==> config.mk <==
export PLATFORM = sky130hd
export DESIGN_NAME = mbm_master
export DESIGN_NICKNAME = d
export VERILOG_FILES = /design/src/common/mbm_pkg.sv /design/src/mbm_master.sv /design/src/mbm_frame_mem.sv
export SDC_FILE = /design/constraint.sdc
export NUM_CORES = 2
export LEC_CHECK = 0
export BUFFER_PORTS_ARGS = -buffer_cell sky130_fd_sc_hd__buf_2
export CAP_MARGIN = 0
export CORE_ASPECT_RATIO = 0.6
export CORE_MARGIN = 5
export CORE_UTILIZATION = 55
export DETAILED_ROUTE_END_ITERATION = 16
export PLACE_DENSITY = 0.78
export SKIP_CTS_REPAIR_TIMING = 1
export SLEW_MARGIN = 15
export SYNTH_ARGS = -nofsm -noshare
export SYNTH_HDL_FRONTEND = slang
export SYNTH_HIERARCHICAL = 1
export SYNTH_SLANG_ARGS = --single-unit
==> constraint.sdc <==
create_clock -name clk_sys -period 25.8 [get_ports clk_sys]
set_input_delay 5.16 -clock clk_sys [delete_from_list [all_inputs] [get_ports clk_sys]]
set_output_delay 5.16 -clock clk_sys [all_outputs]
set_load 0.05 [all_outputs]
==> src/common/mbm_pkg.sv <==
// constants shared by the gas monitor bus master and its bench
package mbm_pkg;
   // clock and link timing
   localparam int          CLK_HZ          = 10_000_000;             // clk_sys rate
   localparam int          BAUD_DEFAULT    = 19_200;                 // link rate after reset
   localparam logic [15:0] BAUD_DIV_RST    = 16'(CLK_HZ / BAUD_DEFAULT); // cycles per bit
   localparam int          RESP_DIRECT_MS  = 4000;                   // answer limit, monitor on bus
   localparam int          RESP_RELAY_MS   = 8000;                   // answer limit, through display
   localparam int          POLL_MIN_MS     = 500;                    // least spacing of queries
   localparam int          CYC_PER_MS      = CLK_HZ / 1000;          // cycles in one millisecond
   localparam int          RESP_DIRECT_CYC = RESP_DIRECT_MS * CYC_PER_MS;
   localparam int          RESP_RELAY_CYC  = RESP_RELAY_MS * CYC_PER_MS;
   localparam int          POLL_MIN_CYC    = POLL_MIN_MS * CYC_PER_MS;
   localparam logic [5:0]  GAP_BITS        = 6'((7 * 11 + 1) / 2);   // 3.5 characters, rounded up
   localparam logic [3:0]  BITS_ONE_STOP   = 4'hA;                   // start, 8 data, 1 stop
   localparam logic [3:0]  BITS_TWO_STOP   = 4'hB;                   // start, 8 data, 2 stops
   localparam logic [3:0]  RX_BITS_START   = 4'h9;                   // start bit plus 8 data bits
   // software register offsets
   localparam logic [3:0]  REG_CTRL        = 4'h0;  // b0 go, b1 via display, b2 two stop bits
   localparam logic [3:0]  REG_BAUD        = 4'h1;  // cycles per bit
   localparam logic [3:0]  REG_TXLEN       = 4'h2;  // query length without crc
   localparam logic [3:0]  REG_STATUS      = 4'h3;  // flags, see bit positions
   localparam logic [3:0]  REG_EXCODE      = 4'h4;  // exception code of last answer
   localparam logic [3:0]  REG_PTR         = 4'h5;  // frame memory pointer
   localparam logic [3:0]  REG_DATA        = 4'h6;  // frame memory byte, pointer steps on access while idle
   localparam logic [3:0]  REG_RXLEN       = 4'h7;  // answer length including crc
   localparam int          CTRL_GO         = 0;
   localparam int          CTRL_RELAY      = 1;
   localparam int          CTRL_TWO_STOP   = 2;
   localparam logic [15:0] CTRL_RST        = 16'h0000;
   // status bit positions
   localparam int ST_BUSY = 0, ST_DONE = 1, ST_CRC_ERR = 2, ST_TIMEOUT = 3;
   localparam int ST_EXC  = 4, ST_REFUSED = 5, ST_DEV_BUSY = 6, ST_VALID = 7;
   // protocol codes
   localparam logic [7:0]  FC_READ_HOLD    = 8'h03;
   localparam logic [7:0]  FC_WRITE_SINGLE = 8'h06;
   localparam logic [7:0]  FC_PRESET_MULTI = 8'h10;
   localparam logic [7:0]  EXC_BUSY        = 8'h06;
   localparam logic [15:0] STD_REG_LO      = 16'd2000;  // standard groups, not block structures
   localparam logic [15:0] STD_REG_HI      = 16'd3999;
   localparam logic [15:0] GAS_TYPE_LO     = 16'd3000;  // per-zone gas type registers
   localparam logic [15:0] GAS_TYPE_HI     = 16'd3015;
   localparam logic [15:0] GAS_CODE_MAX    = 16'd65;
   localparam logic [15:0] CRC_INIT        = 16'hFFFF;
   localparam logic [15:0] CRC_POLY        = 16'hA001;

   // one byte of the reflected 16-bit frame check
   function automatic logic [15:0] crc_step(input logic [15:0] c, input logic [7:0] b);
      logic [15:0] r;
      r = c ^ {8'h00, b};
      for (int i = 0; i < 8; i++) begin
         r = r[0] ? ((r >> 1) ^ CRC_POLY) : (r >> 1);
      end
      return r;
   endfunction
endpackage

==> src/mbm_master.sv <==
// bus master that polls and configures gas monitors over a half-duplex RTU link
//
// Added by the designer: the plain strobed port and the register addresses.
`timescale 1ns/1ns
`default_nettype none
module mbm_master
   import mbm_pkg::*;
#(
   parameter int RESP_DIRECT = RESP_DIRECT_CYC,  // answer wait, direct
   parameter int RESP_RELAY  = RESP_RELAY_CYC,   // answer wait, relayed
   parameter int POLL_MIN    = POLL_MIN_CYC,     // least spacing of queries
   parameter int DEPTH       = 256               // frame memory bytes
) (
   input  wire logic        clk_sys,
   input  wire logic        rst_n,
   input  wire logic [3:0]  addr,
   input  wire logic [15:0] wdata,
   input  wire logic        wr,
   input  wire logic        rd,
   output logic      [15:0] rdata,
   input  wire logic        line_rx,
   output logic             line_tx,
   output logic             line_oe
);
   typedef enum logic [2:0] {MBM_IDLE, MBM_GAP, MBM_TX, MBM_WAIT, MBM_RX} mbm_state_t;

   mbm_state_t  state;          // transaction phase
   logic        relay;          // monitor reached through display
   logic        two_stop;       // two stop bits
   logic [15:0] baud_div;       // cycles per bit
   logic [7:0]  tx_len;         // query bytes before crc
   logic [7:0]  ptr;            // software memory pointer
   logic [7:0]  flags;          // status bits
   logic [7:0]  excode;         // last exception code
   logic [7:0]  rx_len;         // answer bytes
   logic [7:0]  q_node, q_fc;   // shadows of query header bytes
   logic [15:0] q_addr, q_val;  // shadows of query field words
   logic [31:0] poll_cnt;       // cycles since last query, saturating
   logic [31:0] resp_cnt;       // cycles waiting for answer
   logic [15:0] baud_cnt;       // free bit tick divider
   logic [5:0]  gap_cnt;        // silent bit times
   logic [10:0] tx_shift;       // outgoing character
   logic [3:0]  tx_cnt;         // bits still to show
   logic [7:0]  tx_idx;         // next byte of query
   logic [15:0] crc;            // running check, tx then rx
   logic [2:0]  rx_sync;        // pin synchroniser
   logic        rx_lvl, rx_lvl_d; // filtered level and its delay
   logic [15:0] rx_cnt;         // sample timer
   logic [3:0]  rx_bits;        // bits left in character
   logic [7:0]  rx_shift;       // incoming character
   logic        rd_data_q;        // memory read in flight
   logic [15:0] rd_reg;         // registered read value
   logic [7:0]  mem_dout;       // frame memory read data
   logic        node_bad;       // answer from a foreign node

   // decoding
   wire         is_wr_ctrl  = wr && addr == REG_CTRL;
   wire         is_wr_data  = wr && addr == REG_DATA && state == MBM_IDLE;
   wire         is_rd_data  = rd && addr == REG_DATA;
   wire         tick        = baud_cnt == 16'h0000;
   wire  [3:0]  char_bits   = two_stop ? BITS_TWO_STOP : BITS_ONE_STOP;
   wire  [31:0] resp_lim    = relay ? 32'(RESP_RELAY) : 32'(RESP_DIRECT);
   wire         in_std      = q_addr >= STD_REG_LO && q_addr <= STD_REG_HI;
   wire         fc_ok       = q_fc == FC_READ_HOLD || q_fc == FC_WRITE_SINGLE
                              || (q_fc == FC_PRESET_MULTI && !in_std);
   // the monitor does not range-check writes, so the master refuses a bad gas code
   wire         gas_bad     = q_fc == FC_WRITE_SINGLE && q_addr >= GAS_TYPE_LO
                              && q_addr <= GAS_TYPE_HI && q_val > GAS_CODE_MAX;
   wire         spaced      = poll_cnt == 32'(POLL_MIN);
   wire         go_req      = is_wr_ctrl && wdata[CTRL_GO] && state == MBM_IDLE;
   wire         go_ok       = go_req && spaced && fc_ok && !gas_bad
                              && q_node != 8'h00 && tx_len != 8'h00;
   wire         tx_done     = tx_idx == 8'(tx_len + 8'h02);
   wire  [7:0]  tx_byte     = tx_idx < tx_len ? mem_dout
                              : (tx_idx == tx_len ? crc[7:0] : crc[15:8]);
   wire         rx_active   = state == MBM_WAIT || state == MBM_RX;
   wire         rx_fire     = rx_bits != 4'h0 && rx_cnt == 16'h0000;
   wire         rx_byte     = rx_fire && rx_bits == 4'h1;
   wire         rx_start    = rx_active && rx_bits == 4'h0 && rx_lvl_d && !rx_lvl;
   wire  [7:0]  rx_data     = {rx_lvl, rx_shift[7:1]};
   wire         frame_end   = state == MBM_RX && gap_cnt == GAP_BITS;
   wire         crc_good    = crc == 16'h0000 && rx_len >= 8'h04;
   wire         timed_out   = state == MBM_WAIT && resp_cnt == resp_lim;
   wire  [7:0]  mem_waddr   = state == MBM_IDLE ? ptr : rx_len;
   wire  [7:0]  mem_raddr   = state == MBM_IDLE ? ptr : tx_idx;
   wire         mem_we      = is_wr_data || (rx_byte && state == MBM_RX) || (rx_byte && state == MBM_WAIT);

   mbm_frame_mem #(.W(8), .DEPTH(DEPTH), .AW(8)) u_mem (
      .clk_sys (clk_sys),
      .we      (mem_we && (state == MBM_IDLE || rx_len < 8'(DEPTH - 1))),
      .waddr   (mem_waddr),
      .wdata   (state == MBM_IDLE ? wdata[7:0] : rx_data),
      .raddr   (mem_raddr),
      .rdata   (mem_dout)
   );

   // line drivers: drive only while the query goes out
   assign line_oe = state == MBM_TX;
   assign line_tx = state == MBM_TX ? tx_shift[0] : 1'b1;

   // register reads answer one cycle later
   assign rdata = rd_data_q ? {8'h00, mem_dout} : rd_reg;

   // software configuration registers
   always_ff @(posedge clk_sys or negedge rst_n) begin
      if (!rst_n) begin
         relay    <= CTRL_RST[CTRL_RELAY];
         two_stop <= CTRL_RST[CTRL_TWO_STOP];
         baud_div <= BAUD_DIV_RST;
         tx_len   <= 8'h00;
      end else begin
         if (is_wr_ctrl) begin
            relay    <= wdata[CTRL_RELAY];
            two_stop <= wdata[CTRL_TWO_STOP];
         end
         if (wr && addr == REG_BAUD && state == MBM_IDLE) begin
            baud_div <= wdata;
         end
         if (wr && addr == REG_TXLEN && state == MBM_IDLE) begin
            tx_len <= wdata[7:0];
         end
      end
   end

   // pointer and header shadows, captured as software fills the query
   always_ff @(posedge clk_sys or negedge rst_n) begin
      if (!rst_n) begin
         ptr    <= 8'h00;
         q_node <= 8'h00;
         q_fc   <= 8'h00;
         q_addr <= 16'h0000;
         q_val  <= 16'h0000;
      end else begin
         if (wr && addr == REG_PTR) begin
            ptr <= wdata[7:0];
         end else if (is_wr_data || (is_rd_data && state == MBM_IDLE)) begin
            ptr <= ptr + 8'h01;
         end
         // protocol fields travel high byte first
         if (is_wr_data) begin
            unique case (ptr)
               8'h00:   q_node        <= wdata[7:0];
               8'h01:   q_fc          <= wdata[7:0];
               8'h02:   q_addr[15:8]  <= wdata[7:0];
               8'h03:   q_addr[7:0]   <= wdata[7:0];
               8'h04:   q_val[15:8]   <= wdata[7:0];
               8'h05:   q_val[7:0]    <= wdata[7:0];
               default: q_node        <= q_node;
            endcase
         end
      end
   end

   // read data register
   always_ff @(posedge clk_sys or negedge rst_n) begin
      if (!rst_n) begin
         rd_data_q <= 1'b0;
         rd_reg    <= 16'h0000;
      end else begin
         rd_data_q <= is_rd_data;
         unique case (addr)
            REG_CTRL:   rd_reg <= {13'h0000, two_stop, relay, 1'b0};
            REG_BAUD:   rd_reg <= baud_div;
            REG_TXLEN:  rd_reg <= {8'h00, tx_len};
            REG_STATUS: rd_reg <= {8'h00, flags[7:1], state != MBM_IDLE};
            REG_EXCODE: rd_reg <= {8'h00, excode};
            REG_PTR:    rd_reg <= {8'h00, ptr};
            REG_RXLEN:  rd_reg <= {8'h00, rx_len};
            default:    rd_reg <= 16'h0000;
         endcase
      end
   end

   // pin synchroniser; a change counts once the last two stages agree
   always_ff @(posedge clk_sys or negedge rst_n) begin
      if (!rst_n) begin
         rx_sync  <= 3'h7;
         rx_lvl   <= 1'b1;
         rx_lvl_d <= 1'b1;
      end else begin
         rx_sync  <= {rx_sync[1:0], line_rx};
         if (rx_sync[1] == rx_sync[2]) begin
            rx_lvl <= rx_sync[2];
         end
         rx_lvl_d <= rx_lvl;
      end
   end

   // free bit tick and gap, spacing and answer counters
   always_ff @(posedge clk_sys or negedge rst_n) begin
      if (!rst_n) begin
         baud_cnt <= 16'h0000;
         gap_cnt  <= 6'h00;
         poll_cnt <= 32'(POLL_MIN);
         resp_cnt <= 32'h0000_0000;
      end else begin
         baud_cnt <= tick ? baud_div - 16'h0001 : baud_cnt - 16'h0001;
         // silence only counts while the line idles high
         if (rx_bits != 4'h0 || !rx_lvl || state == MBM_IDLE || state == MBM_TX) begin
            gap_cnt <= 6'h00;
         end else if (tick && gap_cnt != GAP_BITS) begin
            gap_cnt <= gap_cnt + 6'h01;
         end
         poll_cnt <= go_ok ? 32'h0000_0000 : (spaced ? poll_cnt : poll_cnt + 32'h1);
         resp_cnt <= state == MBM_WAIT ? resp_cnt + 32'h1 : 32'h0000_0000;
      end
   end

   // receiver: half-bit delay from start edge, then sample each bit centre
   always_ff @(posedge clk_sys or negedge rst_n) begin
      if (!rst_n) begin
         rx_cnt   <= 16'h0000;
         rx_bits  <= 4'h0;
         rx_shift <= 8'h00;
      end else if (rx_start) begin
         rx_cnt  <= baud_div >> 1;
         rx_bits <= RX_BITS_START;
      end else if (rx_fire) begin
         rx_cnt <= baud_div - 16'h0001;
         if (rx_bits == RX_BITS_START && rx_lvl) begin
            rx_bits <= 4'h0;                    // glitch, not a start bit
         end else begin
            rx_bits  <= rx_bits - 4'h1;
            rx_shift <= {rx_lvl, rx_shift[7:1]};
         end
      end else if (rx_bits != 4'h0) begin
         rx_cnt <= rx_cnt - 16'h0001;
      end
   end

   // transaction sequencer
   always_ff @(posedge clk_sys or negedge rst_n) begin
      if (!rst_n) begin
         state    <= MBM_IDLE;
         flags    <= 8'h00;
         excode   <= 8'h00;
         rx_len   <= 8'h00;
         tx_shift <= 11'h7FF;
         tx_cnt   <= 4'h0;
         tx_idx   <= 8'h00;
         crc      <= CRC_INIT;
         node_bad <= 1'b0;
      end else begin
         unique case (state)
            MBM_IDLE: begin
               if (go_ok) begin
                  flags    <= 8'h00;
                  excode   <= 8'h00;
                  rx_len   <= 8'h00;
                  tx_idx   <= 8'h00;
                  tx_cnt   <= 4'h0;
                  crc      <= CRC_INIT;
                  state    <= MBM_GAP;
               end else if (go_req) begin
                  flags[ST_REFUSED] <= 1'b1;
               end
            end
            MBM_GAP: begin
               // hold off until the line has been quiet for a frame gap
               if (gap_cnt == GAP_BITS) begin
                  state <= MBM_TX;
               end
            end
            MBM_TX: begin
               if (tick) begin
                  if (tx_cnt > 4'h1) begin
                     tx_shift <= {1'b1, tx_shift[10:1]};
                     tx_cnt   <= tx_cnt - 4'h1;
                  end else if (tx_done) begin
                     state    <= MBM_WAIT;
                     crc      <= CRC_INIT;
                     node_bad <= 1'b0;
                  end else begin
                     tx_shift <= {2'h3, tx_byte, 1'b0};
                     tx_cnt   <= char_bits;
                     tx_idx   <= tx_idx + 8'h01;
                     if (tx_idx < tx_len) begin
                        crc <= crc_step(crc, tx_byte);
                     end
                  end
               end
            end
            MBM_WAIT, MBM_RX: begin
               if (rx_byte) begin
                  state  <= MBM_RX;
                  rx_len <= rx_len + 8'h01;
                  crc    <= crc_step(crc, rx_data);
                  if (rx_len == 8'h00 && rx_data != q_node) begin
                     node_bad <= 1'b1;
                  end
                  if (rx_len == 8'h02) begin
                     excode <= rx_data;
                  end
                  if (rx_len == 8'h01) begin
                     flags[ST_EXC] <= rx_data[7];
                  end
               end else if (frame_end && node_bad) begin
                  // foreign answer: drop it and keep waiting
                  state    <= MBM_WAIT;
                  rx_len   <= 8'h00;
                  crc      <= CRC_INIT;
                  node_bad <= 1'b0;
                  flags[ST_EXC] <= 1'b0;
               end else if (frame_end) begin
                  state             <= MBM_IDLE;
                  flags[ST_DONE]    <= 1'b1;
                  flags[ST_CRC_ERR] <= !crc_good;
                  flags[ST_VALID]   <= crc_good && !flags[ST_EXC];
                  flags[ST_EXC]     <= crc_good && flags[ST_EXC];
                  flags[ST_DEV_BUSY] <= crc_good && flags[ST_EXC] && excode == EXC_BUSY;
               end else if (timed_out) begin
                  state              <= MBM_IDLE;
                  flags[ST_DONE]     <= 1'b1;
                  flags[ST_TIMEOUT]  <= 1'b1;
               end
            end
         endcase
      end
   end
endmodule
`default_nettype wire

==> src/mbm_frame_mem.sv <==
// byte memory holding the outgoing query and then the incoming answer
`timescale 1ns/1ns
`default_nettype none
module mbm_frame_mem #(
   parameter int W     = 8,     // word width
   parameter int DEPTH = 256,   // words
   parameter int AW    = 8      // address width
) (
   input  wire logic          clk_sys,
   input  wire logic          we,
   input  wire logic [AW-1:0] waddr,
   input  wire logic [W-1:0]  wdata,
   input  wire logic [AW-1:0] raddr,
   output logic      [W-1:0]  rdata
);
   logic [W-1:0] mem [DEPTH];   // storage, no reset needed

   // write port and registered read port
   always_ff @(posedge clk_sys) begin
      if (we) begin
         mem[waddr] <= wdata;
      end
      rdata <= mem[raddr];
   end
endmodule
`default_nettype wire

==> reports/qor.yml <==
die_w_um: 547.0
worstPathRequired_ns: 26.24
drv_slew: 0
synthMuxAreaShare_pct: 13.49
crit_arrival_ns: 8.82
grt_pass1_wl_um: 369200
synthesis.area_um2: 95150
die_h_um: 332.2
r2r_slack_ns: 18.43
reg2reg_from: "state[1]$_DFFE_PN0P_"
hold_viol_final: 0
crit_top_cell: "buf_4"
die_area_um2: 181700
outcome: "finished, final reports clean"
synth_edf_count: 2048
area_growth_pct: 9.070
grt.total_usage_pct: 27.71
synth.avg_cell_area_um2: 17.70
viasPerCell: 6.915
cap_violations: 0
grt_pass1_vias: 51120
hpwl_um: 157400
start_util_pct: 55.22
grt_setup_unrepaired: "false"
ys_seq_area_share_pct: 72.14
drtIter0Drc: 9824
cp_max_fo: 20
drive_gt1_share_pct: 19.55
cp-start-kind: "input pin"
overflow: 0
setup_viol: 0
clock_latency_ns: 0.85
num_vias: 54240
wirelength_um: 255500
syn_inst: 5375
max-vdd-ir-drop_uv: 129.1
cp-end-kind: "flip-flop"
final_antenna_net_count: 0
largest_reg_flops: 2048
htreeDepth: 4
row_count: 118
cts_tree: "built"
worstHoldStart: "rx_sync[0]$_DFF_PN1_"
fillers: 11740
synth-simple-area-share_pct: 5.770
layout_setup_ws_ns: 17.41
p_leak_uw: 0.03365
path_delay_family: "simple AND/OR/NAND/NOR gates"
place.gp.congestion: 0.9748
drc: 0
cp_slowest_cell: "nand4_1"
core_area_um2: 172300
crit_chain: "buf_2, nor2b_1, and3b_1, nand3_1, a21oi_1, buf_4, nand4_1, buf_4, nor2_1"
wl_per_cell_um: 32.57
worstReg2RegEnd: "u_mem/rdata[5]$_DFF_P_"
synth.distinct_cells: 108
tightest_slew_ns: 1.317
finalCritPeriodShare_pct: 32.51
pwr_density_cell_nw_per_um2: 105.1
critPathBufInv: 3
num-nets-final: 5471
finalSetupTns_ns: 0
cts.sinks: 2333
cts-root-buf: "clkbuf_16"
reg_top3: "u_mem/mem x2048, poll_cnt x32, resp_cnt x32"
async_flop_share_pct: 11.87
regMostFlops: "u_mem/mem"
antenna_found_initial: 10
ys_seq_elements: 2333
ys_warn_count: 6
synth_ff_type: "edfxtp_1"
period_needed_ns: 8.388
finalClockSkew_ns: 0.04799
min_to: "rx_sync[1]$_DFF_PN1_"
crit_cells: 9
place_ws_ns: 16.77
cts_max_path_buffers: 4
synth-compound-area-share_pct: 4.762
first_pass_iters: 7
critical_path_class: "input pin to flip-flop"
numPortBuffers: 42
fmax_ghz: 0.1192
hp-class: "flip-flop to flip-flop"
slew_headroom_pct: 11.94
whs_ns: 0.3598
cts_buffers: 196
synth_top_family_by_area: "multiplexers"
critPathMaxStageDelay_ns: 0.97
synth_fa_ha_area_share_pct: 0.4313
grt_max_degree: 204
top_level_ports: 43
min_path_cells: 0
synth_xor_area_share_pct: 1.365
path_clk_slew_ns: 0.07
r2r.worst_path.cells: 14
syn_nets: 5432
==> power breakdown <==
part / switching [uW] / internal (uW) / leakage [uW]
clock network: 1350 / 1640 / 0.00303
registers: 121 / 4400 / 0.0224
logic: 2180 / 1210 / 0.00820
total: 3660 / 7250 / 0.0337
==> synth_stat cells (29+ instances only) <==
master | n | area, um^2
a21oi_1 | 170 | 850.8
a22oi_1 | 140 | 1051
and3_1 | 31 | 193.9
buf_2 | 37 | 185.2
buf_4 | 29 | 217.7
clkbuf_1 | 164 | 615.6
dfrtp_1 | 237 | 5931
dfstp_2 | 40 | 1051
edfxtp_1 | 2048 | 61500
ha_1 | 32 | 400.4
inv_1 | 46 | 172.7
mux2_2 | 99 | 1115
mux2i_1 | 144 | 1441
mux4_2 | 454 | 10220
nand2_1 | 249 | 934.7
nand3_1 | 85 | 425.4
nand4_1 | 36 | 225.2
nor2_1 | 448 | 1682
nor2b_1 | 56 | 350.3
nor3_1 | 58 | 290.3
nor4_1 | 50 | 312.8
o21ai_0 | 98 | 490.5
o221ai_1 | 53 | 464.2
o22ai_1 | 38 | 237.7
xnor2_1 | 68 | 595.6
xor2_1 | 75 | 656.9
==> metal layers <==
layer  GRT usage [%]  vias to the layer above  part of all wire (%)
met3           13.23                      516                    19
met1           42.87                    27380                    38
li1                -                    21520                     -
met4           5.808                        6                   2.5
met2           35.64                     4822                    40
met5               0                        -                 0.018
==> area by class of cell <==
class	instances	area, um^2	area share, %
antenna	5	12.51	0.01206
clock buffer	233	5127	4.941
clock inverter	110	1124	1.083
inverter	49	183.9	0.1772
multi-input combinational	2690	24760	23.86
sequential	2333	68640	66.14
tap	2280	2853	2.749
timing repair buffer	144	1072	1.033
==> logic make-up (layout without fill, tap and decap cells) <==
group                      after synthesis  in the layout
buffers and inverters                  352            536
adders and majority gates               33             33
muxes                                  699            699
xor gates and xnor gates               145            145
AOI/OAI and AO/OA                      666            666
and+or+nand+nor                       1147           1147
DFF                                   2333           2333
other                                    0              5
==> layout by cell type, fill, tap and decap left out, types with 68 or more instances in the layout <==
master and instances:
a22oi_1 140, mux2_2 99, nor2_1 442, nand3_1 83, xnor2_1 68, clkbuf_16 199
mux2i_1 144, a21oi_1 170, mux4_2 454, o21ai_0 95, nand2_1 239, buf_4 95
xor2_1 75, dfrtp_1 237, edfxtp_1 2048
==> metrics by stage <==
stage / cell area (um^2) / utilization (%) / total power (uW) / cells
after floorplan: 95150 / - / 6938 / 5375
after global placement: 97440 / 56.56 / 7790 / 7494
after detailed placement: 97440 / 56.56 / 7848 / 7494
after CTS: 103700 / 60.18 / 10810 / 7837
after global routing: 103800 / 60.22 / 11230 / 7839
final: 103800 / 60.23 / 10910 / 7844
==> worst max-delay path by stage <==
| stage | startpoint | endpoint | slack (ns) |
|---|---|---|---|
| floorplan | state[2]$_DFFE_PN0P_ | u_mem/mem[0][6]$_DFFE_PP_ | 12.95 |
| global placement | addr[2] | crc[0]$_DFFE_PN1P_ | 16.92 |
| detailed placement | addr[0] | u_mem/mem[187][3]$_DFFE_PP_ | 16.77 |
| CTS | state[0]$_DFFE_PN0P_ | line_tx | 17.57 |
| global route | state[0]$_DFFE_PN0P_ | line_tx | 17.29 |
| finish | addr[0] | u_mem/mem[11][0]$_DFFE_PP_ | 17.41 |
Power figures use the tool's default switching activity.
